==> src/core/scbd_consts.vh <==
`ifndef SCBD_CONSTS_VH
`define SCBD_CONSTS_VH
// Command byte layout
`define SCBD_CMD_BIT       7
`define SCBD_TYPE_HI       6
`define SCBD_TYPE_LO       5
`define SCBD_ADDR_HI       4
`define SCBD_ADDR_LO       0
// Transfer types
`define SCBD_TYPE_REPEAT   2'h0
`define SCBD_TYPE_AUTOINC  2'h1
`define SCBD_TYPE_RSVD     2'h2
`define SCBD_TYPE_SPECIAL  2'h3
// Special function codes
`define SCBD_SF_NOP        5'h00
`define SCBD_SF_CLR_PROX   5'h05
`define SCBD_SF_CLR_CLEAR  5'h06
`define SCBD_SF_CLR_BOTH   5'h07
// Bus address and reset values
`define SCBD_SLAVE_ADDR    7'h39
`define SCBD_PTR_RESET     5'h00
`define SCBD_TYPE_RESET    2'h0
`endif

==> src/core/scbd_decoder.v <==
// Notes on behaviour
// - Captured address targets later data transfers
// - Bits 6:5 select transfer type
// - Type 00 keeps pointer fixed
// - Type 01 advances pointer per byte
// - Bits 4:0 are address or function code
// - Function code 00000 does nothing
// - Codes 5,6,7 clear prox, clear, both
// - Interrupt clears are one-shot pulses
// - Read without command uses stored address
// - Interrupt stays until matching clear
// - Respond only to slave address 0x39
`timescale 1ns/1ns
`include "scbd_consts.vh"
module scbd_decoder (
  input  wire       clk_sys,
  input  wire       resetn,
  input  wire       start_seen,
  input  wire       addr_valid,
  input  wire [6:0] addr_byte,
  input  wire       addr_rw,
  input  wire       byte_valid,
  input  wire [7:0] byte_data,
  input  wire       read_ack,
  input  wire       prox_event,
  input  wire       clear_event,
  output reg        selected,
  output reg  [4:0] reg_ptr,
  output reg  [1:0] xfer_type,
  output reg        wr_strobe,
  output reg  [4:0] wr_addr,
  output reg  [7:0] wr_data,
  output reg        sf_clr_prox,
  output reg        sf_clr_clear,
  output reg        prox_int,
  output reg        clear_int
);

  // Transaction state and next values
  reg        first_byte;
  reg  [4:0] next_ptr;
  reg        next_selected;
  reg        next_first_byte;
  reg  [4:0] next_reg_ptr;
  reg  [1:0] next_xfer_type;
  reg        next_wr_strobe;
  reg  [4:0] next_wr_addr;
  reg  [7:0] next_wr_data;
  reg        next_sf_clr_prox;
  reg        next_sf_clr_clear;
  reg        next_prox_int;
  reg        next_clear_int;

  // Pointer step after a data byte, held in repeat mode
  function [4:0] step_ptr;
    input [4:0] p;
    input [1:0] t;
    begin
      if (t == `SCBD_TYPE_AUTOINC) begin
        step_ptr = p + 5'h01;
      end else begin
        step_ptr = p;
      end
    end
  endfunction

  // Own bus address compare
  function addr_match;
    input [6:0] a;
    begin
      addr_match = (a == `SCBD_SLAVE_ADDR);
    end
  endfunction

  // Function code decode: bit 0 proximity clear, bit 1 clear-channel clear
  function [1:0] sf_decode;
    input [4:0] code;
    begin
      case (code)
        `SCBD_SF_CLR_PROX: begin
          sf_decode = 2'h1;
        end
        `SCBD_SF_CLR_CLEAR: begin
          sf_decode = 2'h2;
        end
        `SCBD_SF_CLR_BOTH: begin
          sf_decode = 2'h3;
        end
        default: begin
          sf_decode = 2'h0; // no action, reserved codes ignored
        end
      endcase
    end
  endfunction

  // Sticky flag update; a new event beats a clear in the same cycle
  function sticky_next;
    input cur;
    input set;
    input clr;
    begin
      if (set) begin
        sticky_next = 1'b1;
      end else if (clr) begin
        sticky_next = 1'b0;
      end else begin
        sticky_next = cur;
      end
    end
  endfunction

  // Command byte fields
  wire       is_cmd   = byte_data[`SCBD_CMD_BIT];
  wire [1:0] cmd_type = byte_data[`SCBD_TYPE_HI:`SCBD_TYPE_LO];
  wire [4:0] cmd_fld  = byte_data[`SCBD_ADDR_HI:`SCBD_ADDR_LO];

  // Accepted bytes: only while selected; command only as first byte
  wire       data_take = byte_valid && selected;
  wire       cmd_take  = data_take && first_byte && is_cmd;
  wire [1:0] sf_hit    = sf_decode(cmd_fld);

  // Pointer after one data or read byte
  always @* begin
    next_ptr = step_ptr(reg_ptr, xfer_type);
  end

  // Selection and first-byte tracking; start drops the transaction
  always @* begin
    next_selected   = selected;
    next_first_byte = first_byte;
    if (start_seen) begin
      next_selected   = 1'b0;
      next_first_byte = 1'b0;
    end else if (addr_valid) begin
      next_selected   = addr_match(addr_byte);
      next_first_byte = addr_match(addr_byte) && !addr_rw;
    end else if (data_take) begin
      next_first_byte = 1'b0;
    end
  end

  // Command capture, pointer stepping and write strobes
  always @* begin
    next_reg_ptr      = reg_ptr;
    next_xfer_type    = xfer_type;
    next_wr_strobe    = 1'b0;
    next_wr_addr      = wr_addr;
    next_wr_data      = wr_data;
    next_sf_clr_prox  = 1'b0;
    next_sf_clr_clear = 1'b0;
    if (cmd_take) begin
      if (cmd_type == `SCBD_TYPE_SPECIAL) begin
        next_sf_clr_prox  = sf_hit[0];
        next_sf_clr_clear = sf_hit[1];
      end else if (cmd_type != `SCBD_TYPE_RSVD) begin
        next_reg_ptr   = cmd_fld;
        next_xfer_type = cmd_type;
      end
    end else if (data_take) begin
      // Data write, also first byte without bit 7 set
      next_wr_strobe = 1'b1;
      next_wr_addr   = reg_ptr;
      next_wr_data   = byte_data;
      next_reg_ptr   = next_ptr;
    end else if (read_ack && selected) begin
      next_reg_ptr = next_ptr;
    end
  end

  // Interrupt levels
  always @* begin
    next_prox_int  = sticky_next(prox_int, prox_event, sf_clr_prox);
    next_clear_int = sticky_next(clear_int, clear_event, sf_clr_clear);
  end

  // Selection register
  always @(posedge clk_sys or negedge resetn) begin
    if (!resetn) begin
      selected <= 1'b0;
    end else begin
      selected <= next_selected;
    end
  end

  // First-byte register
  always @(posedge clk_sys or negedge resetn) begin
    if (!resetn) begin
      first_byte <= 1'b0;
    end else begin
      first_byte <= next_first_byte;
    end
  end

  // Pointer and transfer type
  always @(posedge clk_sys or negedge resetn) begin
    if (!resetn) begin
      reg_ptr   <= `SCBD_PTR_RESET;
      xfer_type <= `SCBD_TYPE_RESET;
    end else begin
      reg_ptr   <= next_reg_ptr;
      xfer_type <= next_xfer_type;
    end
  end

  // Write port towards the register file
  always @(posedge clk_sys or negedge resetn) begin
    if (!resetn) begin
      wr_strobe <= 1'b0;
      wr_addr   <= 5'h00;
      wr_data   <= 8'h00;
    end else begin
      wr_strobe <= next_wr_strobe;
      wr_addr   <= next_wr_addr;
      wr_data   <= next_wr_data;
    end
  end

  // One-shot clear pulses
  always @(posedge clk_sys or negedge resetn) begin
    if (!resetn) begin
      sf_clr_prox  <= 1'b0;
      sf_clr_clear <= 1'b0;
    end else begin
      sf_clr_prox  <= next_sf_clr_prox;
      sf_clr_clear <= next_sf_clr_clear;
    end
  end

  // Sticky interrupt flags
  always @(posedge clk_sys or negedge resetn) begin
    if (!resetn) begin
      prox_int  <= 1'b0;
      clear_int <= 1'b0;
    end else begin
      prox_int  <= next_prox_int;
      clear_int <= next_clear_int;
    end
  end

endmodule // scbd_decoder

==> config.mk <==
export PLATFORM = sky130hd
export DESIGN_NAME = scbd_decoder
export DESIGN_NICKNAME = d
export VERILOG_FILES = /design/src/core/scbd_decoder.v
export VERILOG_INCLUDE_DIRS = /design/src /design/src/core
export SDC_FILE = /design/constraint.sdc
export NUM_CORES = 1
export LEC_CHECK = 0
export BUFFER_PORTS_ARGS = -buffer_cell sky130_fd_sc_hd__buf_2
export CAP_MARGIN = 30
export CORE_ASPECT_RATIO = 0.6
export CORE_MARGIN = 10
export CORE_UTILIZATION = 47
export DETAILED_ROUTE_END_ITERATION = 6
export GPL_TIMING_DRIVEN = 0
export PLACE_DENSITY = 0.84
export SLEW_MARGIN = 20
export SYNTH_ARGS = -nofsm -noshare
export SYNTH_HDL_FRONTEND = slang
export SYNTH_SLANG_ARGS = --single-unit
==> constraint.sdc <==
create_clock -name clk_sys -period 1.9 [get_ports clk_sys]
set_clock_uncertainty 0.2 [all_clocks]
set_input_delay 0.38 -clock clk_sys [delete_from_list [all_inputs] [get_ports clk_sys]]
set_output_delay 0.38 -clock clk_sys [all_outputs]
set_load 0.01 [all_outputs]
==> qor.csv, run 1 <==
stage,metric,value,unit
global_route,antenna_found_initial,0,
route,drt_wl_total,3120,µm
route,avgViaCountPerCell,5.36,
placement,place_hpwl,2470,µm
sta,worstMarginPinSlew,0.593,ns
placement,routabilityCongestion,0.820,
sta,period_needed,1.74,ns
setup_path,cpPeakStageDelay,0.43,ns
sta,final-max-slew-violation-count,0,
power,total_power,989,µW
layout,nNetsFinal,182,
sta,slew_headroom,60.2,%
sta,finalSetupViolCount,0,
global_route,grt_pass1_wl,5240,µm
synthesis,synthesis.area,1240,µm²
setup_path,end_kind,flip-flop,
layout,area_delta_synth_final,27.6,%
clock_network,cts_tree,built,
sta,max_freq,574,MHz
global_route,grt_pass1_vias,1052,
sta,rsz0062_at_grt,false,
clock_network,cts.clk_slew.worst_paths,0.09,ns
sta,hold_viol,0,
synthesis,ys_warn_count,0,
synthesis,synth_ff_type,dfrtp_1,
clock_network,htreeDepth,1,
synthesis,synth_area_leaders,"dfrtp_1, mux2_4, mux2_2",
clock_network,cts_buffers,3,
setup_path,crit_chain,"and4_1, buf_4, nor2_4, buf_6, mux2_4",
layout,antennaDiodeCount,0,
global_route,grt_start_max_net_pins,28,
route,drc,0,
setup_path,cp.arrival,1.71,ns
global_route,grt_usage,12.6,%
sta,setup-tns-final,0,ns
die,coreArea,2500,µm²
min_path,min_path_type,primary input to flip-flop,
global_route,grt-ovfl-total,0,
clock_network,clockBufferDepth,2,
power,p_leak,0.831,nW
clock_network,cts_setup_buffers,0,
synthesis,ys_types,30,
synthesis,synth_cells,102,
power,p_per_area,627,nW/µm²
setup_path,path_max_fanout,10,
layout,drive_gt1_share,45.5,%
synthesis,synth.top_cell.area_share,54.7,%
status,status,completed,
die,die_x,86.2,µm
synthesis,ys_seq_area_share,54.7,%
min_path,min_delay_path_depth,2,
synthesis,synth_nets,127,
synthesis,ys_ff_latch,27,
die,die_h,59.7,µm
job,maxCapViolCount,0,
route,num_vias,1008,
power,ir_drop,0.350,mV
clock_network,cts_num_sinks,27,
route,wire_per_inst,16.6,µm
setup_path,slowest_stage,dfrtp_1,
setup_path,critPathLaunchType,flip-flop,
setup_path,reg2regPathDepth,5,
synthesis,syn_area_per_cell,12.1,µm²
clock_network,ctsHoldBuffers,1,
die,start_util,49.4,%
clock_network,clkLatencyLatePin,0.27,ns
route,drt_iter0_drc,52,
clock_network,cts_resized,0,
synthesis,synthTopCellsByCount,"dfrtp_1, mux2_4, o21ai_0, nand2_1",
synthesis,synth_async_sr_flop_share,100,%
route,firstDrtPassIters,4,
synthesis,post-synth-top-count-cell,dfrtp_1,
clock_network,cts_root_buf,clkbuf_8,
synthesis,yosys.area.top_type,dfrtp_1,
placement,io_buffers,49,
die,placementRows,14,
setup_path,path_class,flip-flop to flip-flop,
die,io_pins,50,
die,die_area,5150,µm²
sta,fin_crit_sh,91.6,%
route,ant_nets,0,
synthesis,synth-edff-count,0,
setup_path,cp.required,1.86,ns
[sequential cells by signal (all words and copies together) (netlist names)]
| name | count |
|---|---|
| wr_strobe | 1 |
| wr_addr | 5 |
| selected | 1 |
| wr_data | 8 |
| clear_int | 1 |
| reg_ptr | 5 |
| first_byte | 1 |
| sf_clr_clear | 1 |
| sf_clr_prox | 1 |
| xfer_type | 2 |
| prox_int | 1 |
[per-layer routing]
layer / wire length (µm) / track usage, %
met1: 1290 / 14.9
met2: 1450 / 20.3
met3: 336 / 6.51
met4: 44 / 2.30
met5: 0 / 0
[logic make-up after synthesis]
group / share of synthesized area [%]
and+or+nand+nor: 16.5
DFF: 54.7
AOI/OAI and AO/OA: 9.31
muxes: 15.8
buffers and inverters: 2.73
adders and majority gates: 1.01
[cells in the final DEF (no fill, tap or decap), types with 2 or more instances in the layout]
cell and count:
buf_2 49, dfrtp_1 27, mux2_4 10, o21ai_0 7, nand2_1 6, nor2_1 5, nand3_1 5, nor3_1 4
mux2_2 4, inv_1 3, a2bb2oi_1 3, clkbuf_8 3, nor2_4 2, nand4_1 2, and2_1 2, nand2b_1 2
or3_1 2, a21oi_1 2, and3_1 2, a21o_1 2
[report_power, final]
group / internal (mW) / leakage, nW / switching (mW) / total [mW]
logic: 0.0384 / 0.440 / 0.0403 / 0.0787
registers: 0.584 / 0.365 / 0.00536 / 0.589
clock network: 0.147 / 0.0255 / 0.175 / 0.322
[final cells by class]
class,instances,area [µm²]
inverter,3,11.3
clock buffer,3,41.3
buffer,3,22.5
timing repair buffer,50,255
tap,32,40.0
clock inverter,1,5.00
multi-input combinational,69,527
sequential,27,676
fill,207,927
[stage by stage]
step	cell area (µm²)	hold slack, ns	setup slack [ns]	util [%]	instances
CTS	1580	0.0745	0.152	63.0	188
global route	1580	0.0728	0.0691	63.0	188
global placement	1520	0.211	0.0869	60.7	183
finish	1580	0.0774	0.159	63.0	188
floorplan	1240	-0.116	0.217	-	102
detailed placement	1520	0.218	0.0677	60.7	183
[worst max-delay path: cells and delay by family, from the launching register on]
kind | cells | cell delay (ns)
mux | 1 | 0.31
simple gates | 2 | 0.33
buf+inv | 2 | 0.36
flops | 1 | 0.43
[path summary, 6_finish.rpt]
| path | slack [ns] | start | endpoint |
|---|---|---|---|
| hold / removal | 0.08 | prox_event | prox_int |
| min in group asynchronous | 0.44 | resetn | wr_strobe |
| setup reg to reg | 0.16 | selected | wr_addr[4] |
| setup / recovery | 0.16 | selected | wr_addr[4] |
| hold reg to reg | 0.28 | prox_int | prox_int |
| max in group asynchronous | 0.68 | resetn | reg_ptr[0] |
No activity file was read; power rests on OpenSTA's default activity.
==> run 2: changes to the inputs <==
- CORE_UTILIZATION: 47 -> 45
- GPL_ROUTABILITY_DRIVEN: default -> 0
- PLACE_DENSITY: 0.84 -> 0.81
==> run 2 against run 1 <==
Fmax down 1.2%; die area up 3.2%; power up 0.83%; sequential share of layout area down 0.068 points; sequential power about the same; final cell count unchanged; count of clock-buffer cells in the layout unchanged.
==> qor.csv, run 2 (synthesis gave the netlist of run 1 again) <==
stage,metric,value,unit,change
status,status,completed,,
power,p_leak,0.827,nW,-0.45%
layout,layout_common_cells,"buf_2, dfrtp_1, mux2_4",,
clock_network,htreeDepth,1,,unchanged
clock_network,cts_resized,0,,unchanged
setup_path,reg2regPathDepth,5,,unchanged
route,drc,0,,unchanged
sta,hold_viol,0,,unchanged
clock_network,cts_tree,built,,
layout,largest_reg_flops,8,,unchanged
route,wire_per_inst,17.0,µm,+2.1%
placement,place_hpwl,2550,µm,+3.1%
sta,final-max-slew-violation-count,0,,unchanged
route,drt_iter0_drc,57,,+9.6%
sta,finalSetupViolCount,0,,unchanged
layout,regMostFlops,wr_data,,
route,firstDrtPassIters,4,,unchanged
min_path,min_path_type,primary input to flip-flop,,
layout,area_delta_synth_final,27.8,%,
clock_network,clockBufferDepth,2,,unchanged
sta,setup-tns-final,0,ns,unchanged
die,die_x,87.7,µm,+1.7%
route,ant_nets,0,,unchanged
sta,worstMarginPinSlew,0.585,ns,-0.00813 ns
die,die_area,5310,µm²,+3.2%
global_route,grt_pass1_vias,1031,,-2.0%
clock_network,cts_buffers,3,,unchanged
clock_network,cts_root_buf,clkbuf_8,,
clock_network,cts_setup_buffers,0,,unchanged
die,io_pins,50,,unchanged
clock_network,cts_num_sinks,27,,unchanged
min_path,min_delay_path_depth,2,,unchanged
layout,final_area,1580,µm²,+0.16%
layout,antennaDiodeCount,0,,unchanged
setup_path,end_kind,flip-flop,,
global_route,grt_usage,12.5,%,-0.090 points
layout,drive_gt1_share,45.5,%,unchanged
layout,top_regs,"wr_data (8), reg_ptr (5), wr_addr (5)",,
global_route,grt_pass1_wl,5140,µm,-2.0%
setup_path,cp.required,1.87,ns,about the same
power,ir_drop,0.447,mV,+28%
die,die_h,60.6,µm,+1.5%
clock_network,clkLatencyLatePin,0.28,ns,about the same
layout,final_common_cell,buf_2,,
setup_path,r2r_slack,0.14,ns,-0.02 ns
die,start_util,48.3,%,-1.0 points
route,avgViaCountPerCell,5.38,,+0.40%
setup_path,timing.rr.start,selected,,
sta,rsz0062_at_grt,false,,
route,num_vias,1012,,+0.40%
sta,slew_headroom,61.0,%,+0.81 points
setup_path,critPathLaunchType,flip-flop,,
sta,period_needed,1.76,ns,+0.0207 ns
sta,max_freq,568,MHz,-1.2%
route,drt_wl_total,3190,µm,+2.1%
global_route,grt-ovfl-total,0,,unchanged
sta,fin_crit_sh,92.7,%,+1.1 points
clock_network,cts.clk_slew.worst_paths,0.09,ns,about the same
setup_path,path_class,flip-flop to flip-flop,,
clock_network,ctsHoldBuffers,1,,unchanged
job,maxCapViolCount,0,,unchanged
sta,whs,0.0813,ns,+0.00392 ns
setup_path,cp.arrival,1.73,ns,+0.02 ns
min_path,holdPathEnd,clear_int,,
setup_path,path_max_fanout,10,,unchanged
power,p_per_area,631,nW/µm²,+0.67%
min_path,hold_path.startpoint,clear_event,,
die,placementRows,14,,unchanged
global_route,grt_start_max_net_pins,28,,unchanged
placement,io_buffers,49,,unchanged
die,coreArea,2560,µm²,+2.1%
setup_path,crit-reg2reg-capture,wr_addr[4],,
global_route,antenna_found_initial,0,,unchanged
layout,nNetsFinal,182,,unchanged
placement,placed_area,1520,µm²,unchanged
[run 2: cell count changes in the layout (fill, tap and decap cells not counted)]
| cell | change |
|---|---|
| clkinvlp_4 | +1 |
| clkinv_2 | -1 |
[run 2: metal layers]
metal,vias to the layer above,GRT usage (%),share of wire (%)
met2,48,19.2,44
met3,6,6.02,11
met4,0,4.52,2.0
met5,-,0,0
li1,475,-,-
met1,483,15.0,43
[run 2: stage by stage]
| step | setup WS (ns) | util, % | power [mW] | cells |
|---|---|---|---|---|
| final | 0.138 | 61.8 | 0.998 | 188 |
| after global routing | 0.0431 | 61.8 | 1.05 | 188 |
| after CTS | 0.130 | 61.8 | 1.01 | 188 |
| after detailed placement | 0.0514 | 59.5 | 0.679 | 183 |
| after global placement | 0.0818 | 59.5 | 0.675 | 183 |
| after floorplan | 0.217 | - | 0.623 | 102 |
[run 2: worst max-delay path, cell delays in order (launching register included)]
cell	delay [ns]
dfrtp_1	0.44
and4_1	0.19
buf_4	0.17
nor2_4	0.14
buf_6	0.20
mux2_4	0.31
[run 2: final cells by class]
class | instances | area [µm²]
plain buffers | 3 | 22.5
clock buffers | 3 | 41.3
clock inverters | 1 | 7.51
fillers | 210 | 977
inverters | 3 | 11.3
multi-input cells | 69 | 527
flip-flops and latches | 27 | 676
well taps | 32 | 40.0
repair buffers | 50 | 255
[run 2: power breakdown]
group          total, mW  switching [mW]  leakage [nW]  internal, mW
registers          0.589         0.00519         0.365         0.584
clock network      0.330           0.181        0.0217         0.149
logic             0.0785          0.0400         0.440        0.0385
[run 2: worst max path at each step]
stage,slack (ns),start,endpoint,depth (start not counted)
after global placement,0.08,byte_valid,wr_addr[2],6
after global routing,0.04,selected,wr_data[1],5
final,0.14,selected,wr_addr[4],5
after detailed placement,0.05,byte_valid,wr_data[1],6
after floorplan,0.22,selected,wr_addr[2],5
after CTS,0.13,selected,wr_addr[3],5
==> run 3: changes to the inputs <==
- CORE_ASPECT_RATIO: 0.6 -> 1.75
- CORE_MARGIN: 10 -> default
==> run 3 against run 2 <==
First-iteration DRC count shrank 53%; non-clock buffer count unchanged; design area shrank 0.63%; critical path depth is 1 lower; final cell count fell by 3.2%; core utilization down 0.27 points; die area decreased by 44%; largest cell class unchanged; highest routed layer unchanged.
==> qor.csv, run 3 (synthesis gave the netlist of run 1 again) <==
stage,metric,value,unit,change
layout,stdcell_count,182,,-3.2%
die,die_h,71.3,µm,+18%
layout,layout_common_cells,"buf_2, dfrtp_1, mux2_4",,
sta,period_needed,1.76,ns,-0.00199 ns
status,status,completed,,
layout,nFillCells,208,,-0.95%
layout,regMostFlops,wr_data,,
route,drc,0,,unchanged
route,firstDrtPassIters,4,,unchanged
sta,slew_headroom,61.5,%,+0.45 points
job,maxCapViolCount,0,,unchanged
setup_path,cp.required,1.85,ns,-0.02 ns
sta,final-max-slew-violation-count,0,,unchanged
setup_path,path_buf_inv,0,,-2
setup_path,end_kind,flip-flop,,
die,placementRows,24,,+10
global_route,grt_usage,18.5,%,+6.0 points
power,p_per_area,628,nW/µm²,-0.58%
placement,io_buffers,49,,unchanged
clock_network,cts_tree,built,,
clock_network,cts.clk_slew.worst_paths,0.09,ns,about the same
setup_path,reg2regPathDepth,4,,-1
power,total_power,986,µW,-1.2%
sta,max_freq,568,MHz,+0.11%
clock_network,clockBufferDepth,2,,unchanged
power,clockPowerShare,32.5,%,-0.6 points
sta,hold_viol,0,,unchanged
clock_network,cts_setup_buffers,0,,unchanged
layout,nNetsFinal,182,,unchanged
layout,final_common_cell,buf_2,,
sta,rsz0062_at_grt,false,,
setup_path,slowest_stage,dfrtp_1,,
setup_path,r2r_slack,0.14,ns,about the same
global_route,grt_pass1_vias,1043,,+1.2%
placement,pre_cts_slack,0.0743,ns,+0.0228 ns
power,cell_internal_pwr,769,µW,-0.27%
placement,placed_area,1510,µm²,-0.49%
setup_path,crit-reg2reg-capture,reg_ptr[1],,
die,io_pins,50,,unchanged
route,num_vias,1007,,-0.49%
global_route,antenna_found_initial,0,,unchanged
layout,area_delta_synth_final,27.0,%,
sta,finalSetupViolCount,0,,unchanged
die,start_util,48.4,%,+0.095 points
sta,fin_crit_sh,92.6,%,-0.10 points
setup_path,cp.arrival,1.71,ns,-0.02 ns
placement,dpl.cell_count,177,,-3.3%
setup_path,path_max_fanout,6,,-4
power,seqPwrFrac,59.8,%,+0.8 points
setup_path,cpPeakStageDelay,0.43,ns,about the same
global_route,grt_pass1_wl,4280,µm,-17%
power,p_sw_share,22.0,%,-0.73 points
power,switching_power,216,µW,-4.4%
power,combPwrFrac,7.7,%,-0.2 points
min_path,min_delay_path_depth,2,,unchanged
route,drt_wl_total,2660,µm,-16%
min_path,min_path_type,primary input to flip-flop,,
clock_network,cts_num_sinks,27,,unchanged
route,drt_iter0_drc,27,,-53%
power,ir_drop,0.472,mV,+5.7%
die,die_x,41.6,µm,-53%
clock_network,htreeDepth,1,,unchanged
layout,largest_reg_flops,8,,unchanged
die,coreArea,2550,µm²,-0.20%
sta,whs,0.0784,ns,-0.00293 ns
clock_network,cts_buffers,3,,unchanged
min_path,hold_path.startpoint,prox_event,,
setup_path,critPathLaunchType,flip-flop,,
clock_network,cts_resized,0,,unchanged
power,p_leak,0.831,nW,+0.46%
setup_path,crit_family,multiplexers,,
layout,final_area,1570,µm²,-0.63%
die,die_area,2970,µm²,-44%
sta,worstMarginPinSlew,0.574,ns,-0.0106 ns
min_path,holdPathEnd,prox_int,,
clock_network,clkLatencyLatePin,0.28,ns,about the same
route,avgViaCountPerCell,5.53,,+2.8%
layout,drive_gt1_share,45.5,%,unchanged
sta,layout_setup_ws,0.140,ns,+0.00199 ns
global_route,grt_start_max_net_pins,28,,unchanged
layout,top_regs,"wr_data (8), reg_ptr (5), wr_addr (5)",,
clock_network,cts_root_buf,clkbuf_8,,
global_route,grt-ovfl-total,0,,unchanged
setup_path,path_class,flip-flop to flip-flop,,
route,wire_per_inst,14.6,µm,-14%
placement,place_hpwl,2040,µm,-20%
setup_path,timing.rr.start,selected,,
layout,final_util,61.5,%,-0.27 points
sta,setup-tns-final,0,ns,unchanged
route,ant_nets,0,,unchanged
setup_path,crit_chain,"nand4_1, mux2_4, nor2_4, mux2_2",,
layout,antennaDiodeCount,0,,unchanged
[run 3: power groups by stage]
stage,Clock [mW],Combinational (mW),Sequential (mW)
2_1_floorplan,0,0.0179,0.605
3_3_place_gp,0,0.0736,0.600
3_5_place_dp,0,0.0757,0.601
4_1_cts,0.324,0.0777,0.589
5_1_grt,0.350,0.0841,0.590
6_report,0.320,0.0760,0.589
[run 3: layout make-up]
type	instances	area, µm²	share of cell area, %
flip-flops and latches	27	676	43.0
well taps	26	32.5	2.07
inverters	3	11.3	0.717
plain buffers	3	22.5	1.43
multi-input cells	69	527	33.5
repair buffers	50	255	16.3
clock buffers	3	41.3	2.63
clock inverters	1	5.00	0.319
[run 3: how the worst max path moves through the flow]
stage	cells after the start	startpoint	end	slack [ns]
after global placement	6	byte_valid	wr_data[5]	0.09
after CTS	4	selected	reg_ptr[1]	0.14
after detailed placement	6	byte_valid	wr_data[4]	0.07
after floorplan	5	selected	wr_addr[2]	0.22
final	4	selected	reg_ptr[1]	0.14
after global routing	4	selected	reg_ptr[1]	0.07
[run 3: timing repair]
action                     CTS  global route
setup endpoints to repair    0             0
hold endpoints to repair    27             0
hold buffers                 1             0
[run 3: layer usage]
layer / up-vias / part of all wire, % / GRT usage, %
li1: 472 / - / -
met1: 485 / 37 / 17.9
met2: 43 / 56 / 36.1
met3: 7 / 4.3 / 2.77
met4: 0 / 2.2 / 9.68
met5: - / 0 / 0
